===== src/include/lpc_defs.svh =====
// Offsets, field positions, reset values and timing counts of the
// low power mode controller. Included by its bare name.
`ifndef LPC_DEFS_SVH
`define LPC_DEFS_SVH

// Register byte offsets
`define LPC_OFS_MODE 8'h00
`define LPC_OFS_CLK  8'h04
`define LPC_OFS_PER  8'h08
`define LPC_OFS_WAKE 8'h0C
`define LPC_OFS_STAT 8'h10
`define LPC_OFS_BKP  3'h2
`define LPC_BKP_BYTES 32
`define LPC_BKP_WORDS (`LPC_BKP_BYTES / 4)

// Clock option fields
`define LPC_CK_SUB  0
`define LPC_CK_LOCK 1
`define LPC_CK_OSC  2
`define LPC_CK_MOD  3
`define LPC_CK_REF  4
`define LPC_CK_AUX  5
`define LPC_CK_XTL  6
`define LPC_CK_VLO  7
`define LPC_CK_SUPV 8
`define LPC_CK_GPIO 9

// Peripheral option fields
`define LPC_PE_TMR  0
`define LPC_PE_WDOG 4
`define LPC_PE_SER  5
`define LPC_PE_CRC  8
`define LPC_PE_ADC  9
`define LPC_PE_RTC  10

// Wake enable fields and status fields
`define LPC_WK_PIN  0
`define LPC_WK_RTC  1
`define LPC_WK_PER  2
`define LPC_ST_RST  8

// Reset values
`define LPC_CLK_RST  10'h000
`define LPC_PER_RST  11'h000
`define LPC_WAKE_RST 3'h7

// Regulator and system clock limit codes
`define LPC_REG_FULL 2'h0
`define LPC_REG_PART 2'h1
`define LPC_REG_DOWN 2'h2
`define LPC_SYS_NONE 2'h0
`define LPC_SYS_40K  2'h1
`define LPC_SYS_16M  2'h2

// Timing
`define LPC_CLK_MHZ       200
`define LPC_T_WAKE_STB_US 10
`define LPC_T_WAKE_DP_US  350
`define LPC_CYC_STB (`LPC_T_WAKE_STB_US * `LPC_CLK_MHZ)
`define LPC_CYC_DP  (`LPC_T_WAKE_DP_US * `LPC_CLK_MHZ)

`endif


===== src/include/lpc_pkg.sv =====
// Types of the low power mode controller.
// Mode order runs from shallowest to deepest.
package lpc_pkg;

  typedef enum logic [2:0] {
    M_ACTIVE, M_CPU_OFF, M_STANDBY, M_OFF, M_RTC_ONLY, M_SHUTDOWN
  } lpc_mode_e;

  typedef enum logic [1:0] {S_RUN, S_SLEEP, S_WAKE} lpc_st_e;

endpackage


===== src/rtl/lpc_ctrl.sv =====
// Low power mode controller with AHB-Lite register slave.
// Assumes one clock, a core that signals return from interrupt, and
// peripherals that raise wake events synchronous to clk.
// How it works
// Software request enters each low-power mode
// Interrupt wakes cpu_off/standby, return re-enters mode
// Rtc_only and shutdown cut core supply
// Main clock and cpu run only active
// Sub clock, lock loop, oscillators off standby+
// Ref osc and aux clock off from off_mode
// Low clocks allowed except off and shutdown
// Off_mode keeps low clocks on peripheral request
// System clock limit 16 MHz, 40 kHz, zero
// Wake instant, 10 us, or 350 us
// Wake sources qualified by mode
// Program memory and RAM power by mode
// Backup registers kept except in shutdown
// Timers and watchdog off from off_mode
// Serial and CRC off from standby
// ADC off from off_mode
// RTC off in off and shutdown
// Pins hold state from standby down
// Brownout always, supervisor, regulator by mode
// Deep wake restarts core from power-up
`timescale 1ns/1ps
`include "lpc_defs.svh"

module lpc_ctrl
  import lpc_pkg::*;
#(
  parameter int unsigned WAKE_DP_CYC = `LPC_CYC_DP
) (
  // Clock and reset
  input  wire logic        clk,
  input  wire logic        rst,
  // AHB-Lite slave
  input  wire logic        hsel,
  input  wire logic [31:0] haddr,
  input  wire logic [1:0]  htrans,
  input  wire logic        hwrite,
  input  wire logic [2:0]  hsize,
  input  wire logic [31:0] hwdata,
  input  wire logic        hready,
  output logic             hreadyout,
  output logic             hresp,
  output logic [31:0]      hrdata,
  // Core
  input  wire logic        isr_done,
  output logic             cpu_run,
  output logic             cpu_wake,
  output logic             core_restart,
  // Wake events and low clock request
  input  wire logic        wake_pin,
  input  wire logic        wake_rtc,
  input  wire logic        wake_periph,
  input  wire logic        lf_req,
  // Clock gates
  output logic             mclk_en,
  output logic             sub_main_clock_en,
  output logic             frequency_lock_loop_en,
  output logic             digital_osc_en,
  output logic             modulation_clock_en,
  output logic             ref_rc_osc_en,
  output logic             aclk_en,
  output logic             xtal_en,
  output logic             vlo_en,
  output logic [1:0]       sysclk_lim,
  // Power
  output logic             core_supply,
  output logic             fram_pwr,
  output logic             ram_pwr,
  output logic             bkp_pwr,
  output logic             supply_supervisor_en,
  output logic             bor_en,
  output logic [1:0]       reg_state,
  // Peripheral enables and pins
  output logic [3:0]       timer_en,
  output logic             watchdog_timer_en,
  output logic [2:0]       ser_en,
  output logic             crc_en,
  output logic             adc_en,
  output logic             rtc_en,
  output logic             gpio_act,
  output logic             gpio_hold
);

  logic [9:0]  clk_opt_q;
  logic [10:0] per_opt_q;
  logic [2:0]  wake_en_q;
  logic        rst_flag_q;
  logic [31:0] bkp_q [`LPC_BKP_WORDS];
  lpc_mode_e   mode_q;
  lpc_st_e     st_q;
  logic        ret_q;
  logic [16:0] cnt_q;
  logic [16:0] wk_len_q;
  logic        wr_q;
  logic [7:0]  wa_q;
  logic [31:0] rd_d;
  logic        wake_ok;

  // Address phase decode
  wire acc  = hsel & htrans[1] & hready;
  wire hit  = haddr[31:8] == 24'h000000;
  wire deep = (mode_q == M_RTC_ONLY) || (mode_q == M_SHUTDOWN);
  wire sleeping = st_q != S_RUN;
  wire lpc_mode_e req_m = lpc_mode_e'(hwdata[2:0]);
  wire mode_wr = wr_q && (wa_q == `LPC_OFS_MODE) && (hwdata[2:0] < 3'h6);
  wire wake_done = (st_q == S_SLEEP && wake_ok && mode_q == M_CPU_OFF)
                || (st_q == S_WAKE && cnt_q == 17'h00000);
  wire lpc_mode_e em = sleeping ? mode_q : M_ACTIVE;
  wire bkp_wr = wr_q && wa_q[7:5] == `LPC_OFS_BKP;

  // Bus answer is zero wait, always OKAY
  always_ff @(posedge clk or posedge rst) begin
    if (rst) begin
      hreadyout <= 1'b0;
      hresp     <= 1'b0;
    end else begin
      hreadyout <= 1'b1;
      hresp     <= 1'b0;
    end
  end

  // Write address capture for the data phase
  always_ff @(posedge clk or posedge rst) begin
    if (rst) begin
      wr_q <= 1'b0;
      wa_q <= 8'h00;
    end else begin
      wr_q <= acc & hwrite & hit;
      wa_q <= haddr[7:0];
    end
  end

  // Read mux, unmapped reads give zero
  always_comb begin
    rd_d = 32'h00000000;
    if (hit) begin
      case (haddr[7:0])
        `LPC_OFS_MODE: rd_d = {29'h0, mode_q};
        `LPC_OFS_CLK:  rd_d = {22'h0, clk_opt_q};
        `LPC_OFS_PER:  rd_d = {21'h0, per_opt_q};
        `LPC_OFS_WAKE: rd_d = {29'h0, wake_en_q};
        `LPC_OFS_STAT: rd_d = {23'h0, rst_flag_q, 2'h0, st_q,
                               ret_q, mode_q};
        default: begin
          if (haddr[7:5] == `LPC_OFS_BKP)
            rd_d = bkp_q[haddr[4:2]];
        end
      endcase
    end
  end

  // Read data stands through the data phase
  always_ff @(posedge clk or posedge rst) begin
    if (rst)
      hrdata <= 32'h00000000;
    else if (acc & ~hwrite)
      hrdata <= rd_d;
  end

  // Option and wake enable registers
  always_ff @(posedge clk or posedge rst) begin
    if (rst) begin
      clk_opt_q <= `LPC_CLK_RST;
      per_opt_q <= `LPC_PER_RST;
      wake_en_q <= `LPC_WAKE_RST;
    end else if (wr_q) begin
      if (wa_q == `LPC_OFS_CLK)
        clk_opt_q <= hwdata[9:0];
      if (wa_q == `LPC_OFS_PER)
        per_opt_q <= hwdata[10:0];
      if (wa_q == `LPC_OFS_WAKE)
        wake_en_q <= hwdata[2:0];
    end
  end

  // Backup words, wiped while sitting in shutdown
  always_ff @(posedge clk or posedge rst) begin
    if (rst) begin
      for (int i = 0; i < `LPC_BKP_WORDS; i++)
        bkp_q[i] <= 32'h00000000;
    end else if (st_q == S_SLEEP && mode_q == M_SHUTDOWN) begin
      for (int i = 0; i < `LPC_BKP_WORDS; i++)
        bkp_q[i] <= 32'h00000000;
    end else if (bkp_wr) begin
      bkp_q[wa_q[4:2]] <= hwdata;
    end
  end

  // Restart flag, write one clears, set wins
  always_ff @(posedge clk or posedge rst) begin
    if (rst)
      rst_flag_q <= 1'b0;
    else if (wake_done && deep)
      rst_flag_q <= 1'b1;
    else if (wr_q && wa_q == `LPC_OFS_STAT && hwdata[`LPC_ST_RST])
      rst_flag_q <= 1'b0;
  end

  // Wake source qualification per mode
  always_comb begin
    case (mode_q)
      M_CPU_OFF, M_STANDBY:
        wake_ok = |(wake_en_q & {wake_periph, wake_rtc, wake_pin});
      M_OFF, M_SHUTDOWN:
        wake_ok = wake_en_q[`LPC_WK_PIN] & wake_pin;
      M_RTC_ONLY:
        wake_ok = (wake_en_q[`LPC_WK_PIN] & wake_pin)
                | (wake_en_q[`LPC_WK_RTC] & wake_rtc);
      default:
        wake_ok = 1'b0;
    endcase
  end

  // Mode sequencer
  always_ff @(posedge clk or posedge rst) begin
    if (rst) begin
      st_q   <= S_RUN;
      mode_q <= M_ACTIVE;
      ret_q  <= 1'b0;
      cnt_q  <= 17'h00000;
    end else begin
      case (st_q)
        S_RUN: begin
          if (mode_wr) begin
            if (ret_q) begin
              if (req_m == M_ACTIVE) begin
                ret_q  <= 1'b0;
                mode_q <= M_ACTIVE;
              end else begin
                mode_q <= req_m;
              end
            end else if (req_m != M_ACTIVE) begin
              mode_q <= req_m;
              st_q   <= S_SLEEP;
            end
          end else if (ret_q && isr_done) begin
            st_q <= S_SLEEP;
          end
        end
        S_SLEEP: begin
          if (wake_ok) begin
            if (mode_q == M_CPU_OFF) begin
              st_q  <= S_RUN;
              ret_q <= 1'b1;
            end else begin
              st_q  <= S_WAKE;
              cnt_q <= deep ? 17'(WAKE_DP_CYC - 1)
                            : 17'(`LPC_CYC_STB - 1);
            end
          end
        end
        S_WAKE: begin
          if (cnt_q == 17'h00000) begin
            st_q <= S_RUN;
            if (mode_q == M_STANDBY) begin
              ret_q <= 1'b1;
            end else begin
              ret_q  <= 1'b0;
              mode_q <= M_ACTIVE;
            end
          end else begin
            cnt_q <= cnt_q - 17'h00001;
          end
        end
        default: st_q <= S_RUN;
      endcase
    end
  end

  // Core wake and restart pulses
  always_ff @(posedge clk or posedge rst) begin
    if (rst) begin
      cpu_wake     <= 1'b0;
      core_restart <= 1'b0;
    end else begin
      cpu_wake     <= wake_done & ~deep;
      core_restart <= wake_done & deep;
    end
  end

  // Clock gates follow the effective mode
  always_ff @(posedge clk or posedge rst) begin
    if (rst) begin
      mclk_en    <= 1'b0;
      cpu_run    <= 1'b0;
      sub_main_clock_en      <= 1'b0;
      frequency_lock_loop_en <= 1'b0;
      digital_osc_en         <= 1'b0;
      modulation_clock_en    <= 1'b0;
      ref_rc_osc_en          <= 1'b0;
      aclk_en    <= 1'b0;
      xtal_en    <= 1'b0;
      vlo_en     <= 1'b0;
      sysclk_lim <= `LPC_SYS_NONE;
    end else begin
      mclk_en   <= em == M_ACTIVE;
      cpu_run   <= em == M_ACTIVE;
      sub_main_clock_en      <= em <= M_CPU_OFF &&
                                clk_opt_q[`LPC_CK_SUB];
      frequency_lock_loop_en <= em <= M_CPU_OFF &&
                                clk_opt_q[`LPC_CK_LOCK];
      digital_osc_en         <= em <= M_CPU_OFF &&
                                clk_opt_q[`LPC_CK_OSC];
      modulation_clock_en    <= em <= M_CPU_OFF &&
                                clk_opt_q[`LPC_CK_MOD];
      ref_rc_osc_en          <= em <= M_STANDBY &&
                                clk_opt_q[`LPC_CK_REF];
      aclk_en   <= em <= M_STANDBY && clk_opt_q[`LPC_CK_AUX];
      xtal_en   <= clk_opt_q[`LPC_CK_XTL] &&
                   (em == M_OFF ? lf_req : em != M_SHUTDOWN);
      vlo_en    <= clk_opt_q[`LPC_CK_VLO] &&
                   (em == M_OFF ? lf_req : em != M_SHUTDOWN);
      if (em <= M_CPU_OFF)
        sysclk_lim <= `LPC_SYS_16M;
      else if (em == M_STANDBY || em == M_RTC_ONLY)
        sysclk_lim <= `LPC_SYS_40K;
      else
        sysclk_lim <= `LPC_SYS_NONE;
    end
  end

  // Power domains, regulator and supervisors
  always_ff @(posedge clk or posedge rst) begin
    if (rst) begin
      core_supply <= 1'b0;
      fram_pwr    <= 1'b0;
      ram_pwr     <= 1'b0;
      bkp_pwr     <= 1'b0;
      supply_supervisor_en <= 1'b0;
      bor_en      <= 1'b0;
      reg_state   <= `LPC_REG_DOWN;
    end else begin
      core_supply <= em <= M_OFF;
      fram_pwr    <= em <= M_CPU_OFF;
      ram_pwr     <= em <= M_OFF;
      bkp_pwr     <= em != M_SHUTDOWN;
      supply_supervisor_en <= em <= M_CPU_OFF ||
                              clk_opt_q[`LPC_CK_SUPV];
      bor_en      <= 1'b1;
      if (em <= M_CPU_OFF)
        reg_state <= `LPC_REG_FULL;
      else if (em == M_SHUTDOWN)
        reg_state <= `LPC_REG_DOWN;
      else
        reg_state <= `LPC_REG_PART;
    end
  end

  // Peripheral enables and pin control
  always_ff @(posedge clk or posedge rst) begin
    if (rst) begin
      timer_en  <= 4'h0;
      watchdog_timer_en <= 1'b0;
      ser_en    <= 3'h0;
      crc_en    <= 1'b0;
      adc_en    <= 1'b0;
      rtc_en    <= 1'b0;
      gpio_act  <= 1'b0;
      gpio_hold <= 1'b0;
    end else begin
      timer_en  <= {4{em <= M_STANDBY}} &
                   per_opt_q[`LPC_PE_TMR +: 4];
      watchdog_timer_en <= em <= M_STANDBY &&
                           per_opt_q[`LPC_PE_WDOG];
      ser_en    <= {3{em <= M_CPU_OFF}} &
                   per_opt_q[`LPC_PE_SER +: 3];
      crc_en    <= em <= M_CPU_OFF && per_opt_q[`LPC_PE_CRC];
      adc_en    <= em <= M_STANDBY && per_opt_q[`LPC_PE_ADC];
      rtc_en    <= (em <= M_STANDBY || em == M_RTC_ONLY) &&
                   per_opt_q[`LPC_PE_RTC];
      gpio_act  <= em == M_ACTIVE ||
                   (em == M_CPU_OFF && clk_opt_q[`LPC_CK_GPIO]);
      gpio_hold <= em >= M_STANDBY;
    end
  end

  // Cycles spent in the wake delay, for checking only
  always_ff @(posedge clk or posedge rst) begin
    if (rst)
      wk_len_q <= 17'h00000;
    else if (st_q == S_WAKE)
      wk_len_q <= wk_len_q + 17'h00001;
    else
      wk_len_q <= 17'h00000;
  end

  a_sleep_cpu_off: assert property (@(posedge clk) disable iff (rst)
    st_q == S_SLEEP |=> !cpu_run && !mclk_en)
    else $error("cpu clock running while asleep");

  a_sub_clk_off: assert property (@(posedge clk) disable iff (rst)
    sleeping && mode_q >= M_STANDBY |=> !sub_main_clock_en &&
    !digital_osc_en && !frequency_lock_loop_en && !modulation_clock_en)
    else $error("fast clocks on in standby or deeper");

  a_lf_clk_off: assert property (@(posedge clk) disable iff (rst)
    sleeping && mode_q == M_SHUTDOWN |=> !xtal_en && !vlo_en &&
    !ref_rc_osc_en)
    else $error("low clocks on in shutdown");

  a_off_lf_req: assert property (@(posedge clk) disable iff (rst)
    sleeping && mode_q == M_OFF && lf_req && clk_opt_q[`LPC_CK_XTL]
    |=> xtal_en)
    else $error("crystal dropped despite request in off mode");

  a_core_supply: assert property (@(posedge clk) disable iff (rst)
    !$past(rst) |-> (!core_supply == ($past(sleeping) && $past(deep))))
    else $error("core supply does not match mode");

  a_stb_wake_len: assert property (@(posedge clk) disable iff (rst)
    st_q == S_WAKE && cnt_q == 17'h00000 && mode_q == M_STANDBY
    |-> wk_len_q == 17'(`LPC_CYC_STB - 1))
    else $error("standby wake length wrong");

  a_dp_wake_len: assert property (@(posedge clk) disable iff (rst)
    st_q == S_WAKE && cnt_q == 17'h00000 && deep
    |-> wk_len_q == 17'(WAKE_DP_CYC - 1))
    else $error("deep wake length wrong");

  a_off_no_rtc: assert property (@(posedge clk) disable iff (rst)
    st_q == S_SLEEP && mode_q == M_OFF && !wake_pin |=> st_q == S_SLEEP)
    else $error("off mode woke without pin event");

  a_isr_return: assert property (@(posedge clk) disable iff (rst)
    st_q == S_RUN && ret_q && isr_done && !mode_wr
    |=> st_q == S_SLEEP ##1 !cpu_run)
    else $error("no return to low power after interrupt");

  a_deep_restart: assert property (@(posedge clk) disable iff (rst)
    wake_done && deep |=> core_restart && !cpu_wake && mode_q == M_ACTIVE)
    else $error("deep wake did not restart core");

  a_bkp_kept: assert property (@(posedge clk) disable iff (rst)
    !$past(rst) |->
      (!bkp_pwr == ($past(sleeping) && $past(mode_q) == M_SHUTDOWN)))
    else $error("backup power does not match mode");

  a_bor_on: assert property (@(posedge clk) disable iff (rst)
    !$past(rst) |-> bor_en)
    else $error("brownout detection off");

  a_pins_held: assert property (@(posedge clk) disable iff (rst)
    sleeping && mode_q >= M_STANDBY |=> gpio_hold && !gpio_act)
    else $error("pins not held in standby or deeper");

endmodule // lpc_ctrl


===== config.mk =====
export PLATFORM = sky130hd
export DESIGN_NAME = lpc_ctrl
export DESIGN_NICKNAME = d
export VERILOG_FILES = /design/src/include/lpc_pkg.sv /design/src/rtl/lpc_ctrl.sv
export VERILOG_INCLUDE_DIRS = /design/src /design/src/include
export SDC_FILE = /design/constraint.sdc
export NUM_CORES = 1
export LEC_CHECK = 0
export CAP_MARGIN = 10
export CORE_ASPECT_RATIO = 0.7
export CORE_MARGIN = 4
export CORE_UTILIZATION = 50
export CTS_CLUSTER_DIAMETER = 100
export DETAILED_ROUTE_END_ITERATION = 10
export DONT_BUFFER_PORTS = 1
export PLACE_DENSITY = 0.65
export SETUP_SLACK_MARGIN = 0.4
export SYNTH_ARGS = -nofsm -noshare
export SYNTH_HDL_FRONTEND = slang
export SYNTH_SLANG_ARGS = --single-unit

===== constraint.sdc =====
create_clock -name clk -period 13.2 [get_ports clk]
set_clock_uncertainty 0.2 [all_clocks]
set_input_delay 0 -clock clk [delete_from_list [all_inputs] [get_ports clk]]
set_output_delay 0 -clock clk [all_outputs]
set_load 0.01 [all_outputs]

==> metrics.yaml, run 1 <==
worst_setup_path:
  crit_chain: "inv_1 -> ha_1 -> clkinv_1 -> nor3_2 -> o211a_1 -> o21ai_0 -> dlygate4sd3_1"
  critical_path_class: "reg -> reg"
  crit_fanout: 23
  arrival_ns: 4.40
  slowest_stage: "nor3_2"
  critPathBufInv: 3
  max_stage_delay_ns: 0.99
  cp.required_ns: 13.42
  end_kind: "flop"
  path_delay_family: "buffers and inverters"
  cp-start-kind: "flop"
place:
  pre_cts_ws_ns: 9.678
  hpwlAfterDp_um: 27490
  gp_congestion: 0.8471
  port_buffers: 0
  place_area_mm2: 0.01758
  dp.cells: 2119
grt:
  track_usage: 0.2625
  antenna_found_initial: 1
  grt_pass1_vias: 13130
  overflow: 0
  grt_pass1_wl_um: 77890
  grt_max_degree: 257
detailed_routing:
  num_vias: 13460
  drtAntennaViolNets: 0
  via_per_inst: 5.955
  first_pass_iters: 5
  drt-wirelength-per-cell_um: 22.00
  wl_um: 49720
  drt_iter0_drc: 1440
  drc: 0
synthesis:
  ys_async_sr_fraction: 1.000
  synth_seq_cells: 377
  synth_edf_count: 0
  yosys_warnings: 0
  avgSynthCellArea_um2: 9.740
  ys.flop_type: "dfrtp_1"
  synth_fp_nets: 1874
  yosysSeqAreaShare: 0.5417
  yosys-top-cells-count: "nand2_1, dfrtp_1, a21oi_1"
  synth.area.top_cells: "dfrtp_1, nand2_1, mux4_2"
  synth.largest_area_cell: "dfrtp_1"
  ys_types: 57
  synthDominantCellAreaShare: 0.5357
  mappedNetlistArea_mm2: 0.01742
  synth_most_common_cell: "nand2_1"
  synthCells: 1789
timing:
  fin_crit_ns: 4.181
  fin_tns_setup_ns: 0
  timing.hold.ws_ns: -0.02717
  hold_violations: 17
  rsz0062_at_grt: "no"
  final.setup.worst_slack_ns: 9.019
  setup_viol: 0
  tightestPinTransition_ns: 1.387
  slew_headroom: 0.07564
  max_freq_mhz: 239.2
  slew_violations: 0
  finalCritPeriodShare: 0.3167
cells_and_area:
  area_delta_synth_final_pct: 12.92
  n_antenna_cell: 0
  fin_cells: 2260
  fin_util: 0.5802
  final_area_mm2: 0.01968
  layout-drive-gt1-share: 0.1136
  num-nets-final: 1850
cts:
  htree_levels: 2
  worstSkewPairLatency_ns: 0.54
  cts_buffer_depth: 3
  cts_sinks: 377
  path_clk_slew_ns: 0.06
  numCtsBuffers: 39
  cts_tree: "yes"
  cts_root_buffer: "clkbuf_16"
floorplanning:
  die_h_um: 164.2
  io_pins: 148
  start_util: 0.5138
  die-area_mm2: 0.03795
  fp-row-count: 56
  die_w_um: 231.1
  core_mm2: 0.03391
worst_hold_path:
  hold_class: "in -> async"
job:
  drv_cap: 0
status:
  violations: "hold timing"
  status: "complete, but fails checks"
power:
  p_total_mw: 2.403
  ir_worst_vdd_mv: 0.07625
  cellLeakagePower_nw: 8.433
  p_per_area_mw_per_mm2: 122.1
==> cell type report <==
type                       count  area [um^2]
fill                        2820        14240
sequential                   377         9439
multi-input combinational   1237         7295
clock buffer                  59         1192
timing repair buffer          89        918.4
tap                          464        580.6
clock inverter                13        163.9
inverter                      21        86.33
==> layer usage <==
layer,global-route usage,wire (um),vias to the layer above
met2,0.4007,22560,573
met5,0,7,-
met1,0.3869,21700,6787
met3,0.05999,4502,84
li1,-,-,6013
met4,0.06200,960,2
==> layout by cell type (no fill, tap or decap), drive strengths merged, types with 4 or more instances in the layout <==
| master | Yosys | routed |
|---|---|---|
| nor4 | 8 | 8 |
| ha | 6 | 6 |
| mux4 | 64 | 64 |
| or3 | 4 | 4 |
| a21oi | 272 | 272 |
| nor2 | 50 | 50 |
| dfstp | 4 | 4 |
| mux2i | 37 | 37 |
| a221o | 4 | 4 |
| nor3b | 5 | 5 |
| nor3 | 19 | 19 |
| nand2b | 10 | 10 |
| o21ai | 44 | 44 |
| nand3b | 5 | 5 |
| o22a | 7 | 7 |
| dlygate4sd3 | 0 | 66 |
| clkinv | 2 | 9 |
| nor2b | 12 | 12 |
| nand3 | 9 | 9 |
| inv | 19 | 20 |
| buf | 32 | 23 |
| dfrtp | 373 | 373 |
| or4 | 8 | 8 |
| a31oi | 7 | 7 |
| o31ai | 8 | 8 |
| o211ai | 5 | 5 |
| clkbuf | 122 | 59 |
| and2 | 10 | 10 |
| nand2 | 568 | 568 |
| a211oi | 6 | 6 |
| or2 | 8 | 8 |
| a22oi | 5 | 5 |
| mux2 | 24 | 24 |
==> flip-flops by register name, indices dropped and copies added, names as in the netlist, 2 cells and up <==
name       flops
bkp_q        256
hrdata        32
cnt_q         17
per_opt_q     11
clk_opt_q     10
wa_q           8
timer_en       4
mode_q         3
ser_en         3
wake_en_q      3
reg_state      2
st_q           2
==> timing repair <==
| item | in CTS | in global routing |
|---|---|---|
| endpoints found under the hold margin | 472 | 0 |
| setup endpoints to repair | 0 | 0 |
| setup buffers | 0 | 0 |
| hold buffers | 69 | 0 |
| resized for setup | 0 | 0 |
==> worst paths after layout <==
kind	startpoint	depth (start not counted)	slack, ns	endpoint
max in group asynchronous	rst	4	10.62	bkp_q[22]
min in group clk	haddr[2]	4	0.03	hrdata[8]
setup reg to reg	st_q[0]	7	9.02	mode_q[2]
setup / recovery	st_q[0]	7	9.02	mode_q[2]
hold / removal	rst	2	-0.03	cnt_q[8]
hold reg to reg	per_opt_q[7]	1	0.31	ser_en[2]
==> cell families after synthesis <==
logic type                 synth area share
AOI/OAI and AO/OA                    0.1208
adders and majority gates          0.004308
buffers and inverters               0.04165
DFF                                  0.5417
muxes                                0.1195
other                             0.0004310
and+or+nand+nor                      0.1716
==> power by group <==
part | switching, mW | total, mW | internal, mW
clock network | 0.468 | 1.15 | 0.686
registers | 0.00182 | 1.16 | 1.16
logic | 0.0620 | 0.0897 | 0.0277
total | 0.532 | 2.40 | 1.87
Note: power is estimated with default switching activity, not from simulation.
==> inputs of run 2 (changes only) <==
clock period = 3.89 ns   (was 13.2 ns; I/O delays follow)
==> run 2 against run 1 <==
- first-iteration DRC count increased by 3.8%
- hold slack improved by 0.021 ns
- sequential cell count unchanged
- critical path depth increased by 1
- total power increased to 3.3 times the previous value
- global-route usage increased by 0.52 points
- final area increased by 0.73%
- maximum frequency increased by 25%
- the flow still finishes with violations (hold timing)
- combinational power increased to 3.4 times the previous value
==> metrics.yaml, run 2 (same netlist as run 1, synthesis figures left out) <==
worst_setup_path:
  cp-start-kind: "flop"
  arrival_ns: 3.62
  crit_chain: "inv_1 -> ha_1 -> clkinv_1 -> nor3_1 -> nand2_1 -> dlygate4sd3_1 -> o21ai_0 -> dlygate4sd3_1"
  max_stage_delay_ns: 0.59
  slowest_stage: "dlygate4sd3_1"
  path_delay_family: "buffers and inverters"
  critical_path_class: "reg -> reg"
  critPathBufInv: 4
  end_kind: "flop"
  reg2regPathDepth: 8
  cp.depth: 8
  cp.required_ns: 4.17
  crit_fanout: 9
  cpMostUsedCell: "dlygate4sd3_1"
power:
  power.share.switching: 0.2246
  p_total_mw: 8.007
  switching_power_mw: 1.798
  power.share.clock: 0.470
  p_per_area_mw_per_mm2: 404.0
  comb_power_share: 0.039
  cellLeakagePower_nw: 8.481
  p_int_mw: 6.209
  seq_power_share: 0.491
  ir_worst_vdd_mv: 0.2402
worst_hold_path:
  hold_class: "in -> async"
grt:
  grt_pass1_vias: 13460
  antenna_found_initial: 4
  overflow: 0
  track_usage: 0.2678
  grt_pass1_wl_um: 79140
  grt_max_degree: 138
timing:
  setup_viol: 0
  rsz0062_at_grt: "no"
  slew_violations: 0
  max_freq_mhz: 299.5
  finalCritPeriodShare: 0.8583
  final.setup.worst_slack_ns: 0.5513
  fin_tns_setup_ns: 0
  slew_headroom: 0.2763
  tightestPinTransition_ns: 1.076
  hold_violations: 2
  timing.hold.ws_ns: -0.006294
  fin_crit_ns: 3.339
place:
  pre_cts_ws_ns: 1.048
  hpwlAfterDp_um: 28770
  port_buffers: 0
  place_area_mm2: 0.01775
  gp_congestion: 0.8428
cts:
  cts_sinks: 377
  cts_tree: "yes"
  numCtsBuffers: 38
  htree_levels: 2
  worstSkewPairLatency_ns: 0.55
  post_cts_buffers: 0
  path_clk_slew_ns: 0.07
  cts_root_buffer: "clkbuf_16"
  cts_buffer_depth: 3
cells_and_area:
  final_area_mm2: 0.01982
  reg_top3: "bkp_q (256), hrdata (32), cnt_q (17)"
  num-nets-final: 1865
  layout_common_cells: "nand2_1, dfrtp_1, a21oi_1, dlygate4sd3_1, mux4_2"
  layout-drive-gt1-share: 0.1142
  area_delta_synth_final_pct: 13.74
  largest-register: "bkp_q"
  largest_register_ffs: 256
  final_common_cell: "nand2_1"
detailed_routing:
  via_per_inst: 5.952
  drtAntennaViolNets: 0
  drc: 0
  num_vias: 13510
  drt-wirelength-per-cell_um: 22.10
  first_pass_iters: 5
  wl_um: 50160
  drt_iter0_drc: 1494
floorplanning:
  core_mm2: 0.03391
  io_pins: 148
  die_h_um: 164.2
  fp-row-count: 56
  start_util: 0.5138
  die-area_mm2: 0.03795
  die_w_um: 231.1
job:
  drv_cap: 0
status:
  violations: "hold timing"
  status: "complete, but fails checks"
==> run 2: path summary, 6_finish.rpt <==
kind	slack, ns	to	start
setup / recovery	0.55	mode_q[1]	st_q[1]
hold / removal	-0.006	cnt_q[5]	rst
setup reg to reg	0.55	mode_q[1]	st_q[1]
hold reg to reg	0.31	digital_osc_en	clk_opt_q[2]
max in group asynchronous	2.87	bkp_q[79]	rst
min in group clk	0.03	hrdata[3]	haddr[2]
==> run 2: layer usage <==
| metal | part of all wire | up-vias | GRT usage |
|---|---|---|---|
| li1 | - | 6063 | - |
| met1 | 0.43 | 6802 | 0.3792 |
| met2 | 0.46 | 547 | 0.4222 |
| met3 | 0.090 | 94 | 0.06467 |
| met4 | 0.020 | 4 | 0.06665 |
| met5 | 0.00054 | - | 0 |
==> run 2: what timing repair did <==
action / in CTS / in global routing
endpoints found under the setup margin: 0 / 1
gates resized for setup: 0 / 1
hold endpoints to repair: 709 / 0
hold buffers: 75 / 0
==> run 2: worst min-delay path, cell delays in order <==
cell	delay, ns
dlygate4sd3_1	0.57
clkinvlp_4	0.17
buf_12	0.48
==> run 2: final cells by class <==
type | instances | area (um^2)
antenna | 2 | 5.005
clock buffer | 54 | 1102
clock inverter | 10 | 153.9
fill | 2911 | 14090
inverter | 21 | 82.58
multi-input combinational | 1237 | 7301
sequential | 377 | 9439
tap | 464 | 580.6
timing repair buffer | 105 | 1154
==> run 2: through the flow <==
stage / hold WS [ns] / utilization / std cells
6_report: -0.006294 / 0.5844 / 2270
2_1_floorplan: -0.1686 / - / 1789
5_1_grt: 0.05665 / 0.5843 / 2269
3_5_place_dp: -0.3769 / 0.5233 / 2129
4_1_cts: 0.007956 / 0.5840 / 2268
3_3_place_gp: -0.3810 / 0.5233 / 2129
==> run 2: power by group through the flow <==
stage          combinational [mW]  clock [mW]  sequential (mW)
6_report                    0.308        3.77             3.93
3_5_place_dp                0.147           0             4.00
2_1_floorplan               0.189           0             4.01
4_1_cts                     0.310        3.81             3.93
3_3_place_gp                0.146           0             4.00
5_1_grt                     0.337        3.99             3.93
==> inputs of run 3 (changes only) <==
REMOVE_ABC_BUFFERS = 1   (was default)
==> run 3 against run 2 <==
- the run now ends clean
- combinational power hardly changed
- sequential power hardly changed
- critical path depth is the same
- core utilization fell by 0.42 points
- maximum frequency is 3.1% higher
- sequential cell count unchanged
- critical endpoint is now hrdata[10]
- largest cell class unchanged
==> metrics.yaml, run 3 (same netlist as run 1, synthesis figures left out) <==
status:
  status: "finished clean"
timing:
  finalCritPeriodShare: 0.8322
  tightestPinTransition_ns: 1.152
  setup_viol: 0
  fin_crit_ns: 3.237
  slew_headroom: 0.2249
  slew_violations: 0
  max_freq_mhz: 308.9
  rsz0062_at_grt: "no"
  timing.hold.ws_ns: 0.02845
  hold_violations: 0
worst_hold_path:
  min_path_cells: 5
  hp-start: "hsel"
  hold_class: "in -> reg"
  min_to: "hrdata[1]"
cts:
  worstSkewPairLatency_ns: 0.53
  cts_sinks: 377
  htree_levels: 2
  numCtsBuffers: 39
  post_cts_buffers: 0
  cts_buffer_depth: 3
  cts_tree: "yes"
  cts_root_buffer: "clkbuf_16"
  path_clk_slew_ns: 0.06
  cts_resized: 0
cells_and_area:
  num-nets-final: 1856
  final_common_cell: "nand2_1"
  reg_top3: "bkp_q (256), hrdata (32), cnt_q (17)"
  largest_register_ffs: 256
  area_delta_synth_final_pct: 12.91
  final_area_mm2: 0.01967
  fillCellCount: 2905
  layout_common_cells: "nand2_1, dfrtp_1, a21oi_1, mux4_2, dlygate4sd3_1"
  largest-register: "bkp_q"
  layout-drive-gt1-share: 0.1151
  fin_util: 0.5801
worst_setup_path:
  cp-start-kind: "primary input"
  reg2regPathDepth: 6
  r2r_slack_ns: 0.79
  critical_path_class: "in -> reg"
  arrival_ns: 3.51
  rr_startpoint: "cnt_q[6]"
  end_kind: "flop"
  r2r_end: "mode_q[0]"
  crit_fanout: 5
  cp.required_ns: 4.16
place:
  port_buffers: 0
  gp_congestion: 0.8939
  place_area_mm2: 0.01769
  hpwlAfterDp_um: 28540
detailed_routing:
  first_pass_iters: 5
  wl_um: 49340
  drtAntennaViolNets: 0
  num_vias: 13480
  drc: 0
  drt-wirelength-per-cell_um: 21.78
  drt_iter0_drc: 1442
  via_per_inst: 5.951
floorplanning:
  core_mm2: 0.03391
  io_pins: 148
  die_w_um: 231.1
  die-area_mm2: 0.03795
  start_util: 0.5138
  die_h_um: 164.2
  fp-row-count: 56
grt:
  grt_pass1_vias: 13820
  grt_max_degree: 110
  overflow: 0
  track_usage: 0.2643
  grt_pass1_wl_um: 78920
  antenna_found_initial: 4
power:
  power.share.switching: 0.2197
  p_per_area_mw_per_mm2: 404.5
  p_total_mw: 7.958
  cellLeakagePower_nw: 8.439
  seq_power_share: 0.494
  ir_worst_vdd_mv: 0.2544
  p_int_mw: 6.210
  power.share.clock: 0.467
  switching_power_mw: 1.748
  comb_power_share: 0.039
job:
  drv_cap: 0
[run 3: cell types whose count changed in the layout (fill, tap and decap cells not counted), sizes merged]
cell / change
inv: -2
dlygate4sd3: -9
clkinvlp: +1
buf: -1
clkbuf: +8
bufinv: -2
[run 3: final cells by class]
cell class                      instances  area [um^2]  share of cell area
Antenna cell                            2        5.005           0.0002544
Inverter                               21        86.33            0.004388
Clock inverter                          7        65.06            0.003307
Sequential cell                       377         9439              0.4798
Tap cell                              464        580.6             0.02951
Timing Repair Buffer                   95        993.5             0.05050
Clock buffer                           62         1205             0.06124
Multi-Input combinational cell       1237         7300              0.3710
[run 3: worst max-delay path, stage by stage]
cell and delay (ns):
dlygate4sd3_1 0.54, or4_1 0.38, dlygate4sd3_1 0.56, nor2_1 0.27, dlygate4sd3_1 0.63, nand4_1 0.43, nor2_1 0.47, a31o_2 0.21
[run 3: worst max path at each step]
stage	to	slack, ns	from	cells after the start
final	hrdata[10]	0.65	haddr[19]	8
after detailed placement	cnt_q[7]	1.20	mode_q[2]	5
after global routing	hrdata[6]	0.59	haddr[19]	8
after CTS	hrdata[10]	0.73	haddr[19]	8
after floorplan	aclk_en	-6.78	rst	1
after global placement	cnt_q[12]	1.23	mode_q[2]	5
[run 3: per-layer routing]
metal | global-route usage | part of all wire | vias up | wire length [um]
li1 | - | - | 6044 | -
met1 | 0.3801 | 0.44 | 6820 | 21510
met2 | 0.4140 | 0.46 | 527 | 22720
met3 | 0.06068 | 0.084 | 81 | 4138
met4 | 0.06255 | 0.019 | 6 | 929
met5 | 0 | 0.00079 | - | 39
[run 3: power groups by stage]
stage | combinational, mW | sequential (mW) | clock [mW]
detailed placement | 0.150 | 4.00 | 0
global route | 0.338 | 3.93 | 3.96
global placement | 0.149 | 4.00 | 0
floorplan | 0.111 | 4.00 | 0
CTS | 0.312 | 3.93 | 3.79
finish | 0.309 | 3.93 | 3.72
[run 3: what timing repair did]
action,4_1_cts,5_1_grt
hold endpoints to repair,705,0
setup endpoints to repair,0,0
hold buffers,66,0
[run 3: per-stage QoR]
stage	setup WS [ns]	setup TNS (ns)	instances
floorplan	-6.776	-3872.81	1635
global placement	1.225	0	2128
detailed placement	1.202	0	2128
CTS	0.7283	0	2263
global route	0.5918	0	2265
finish	0.6526	0	2265
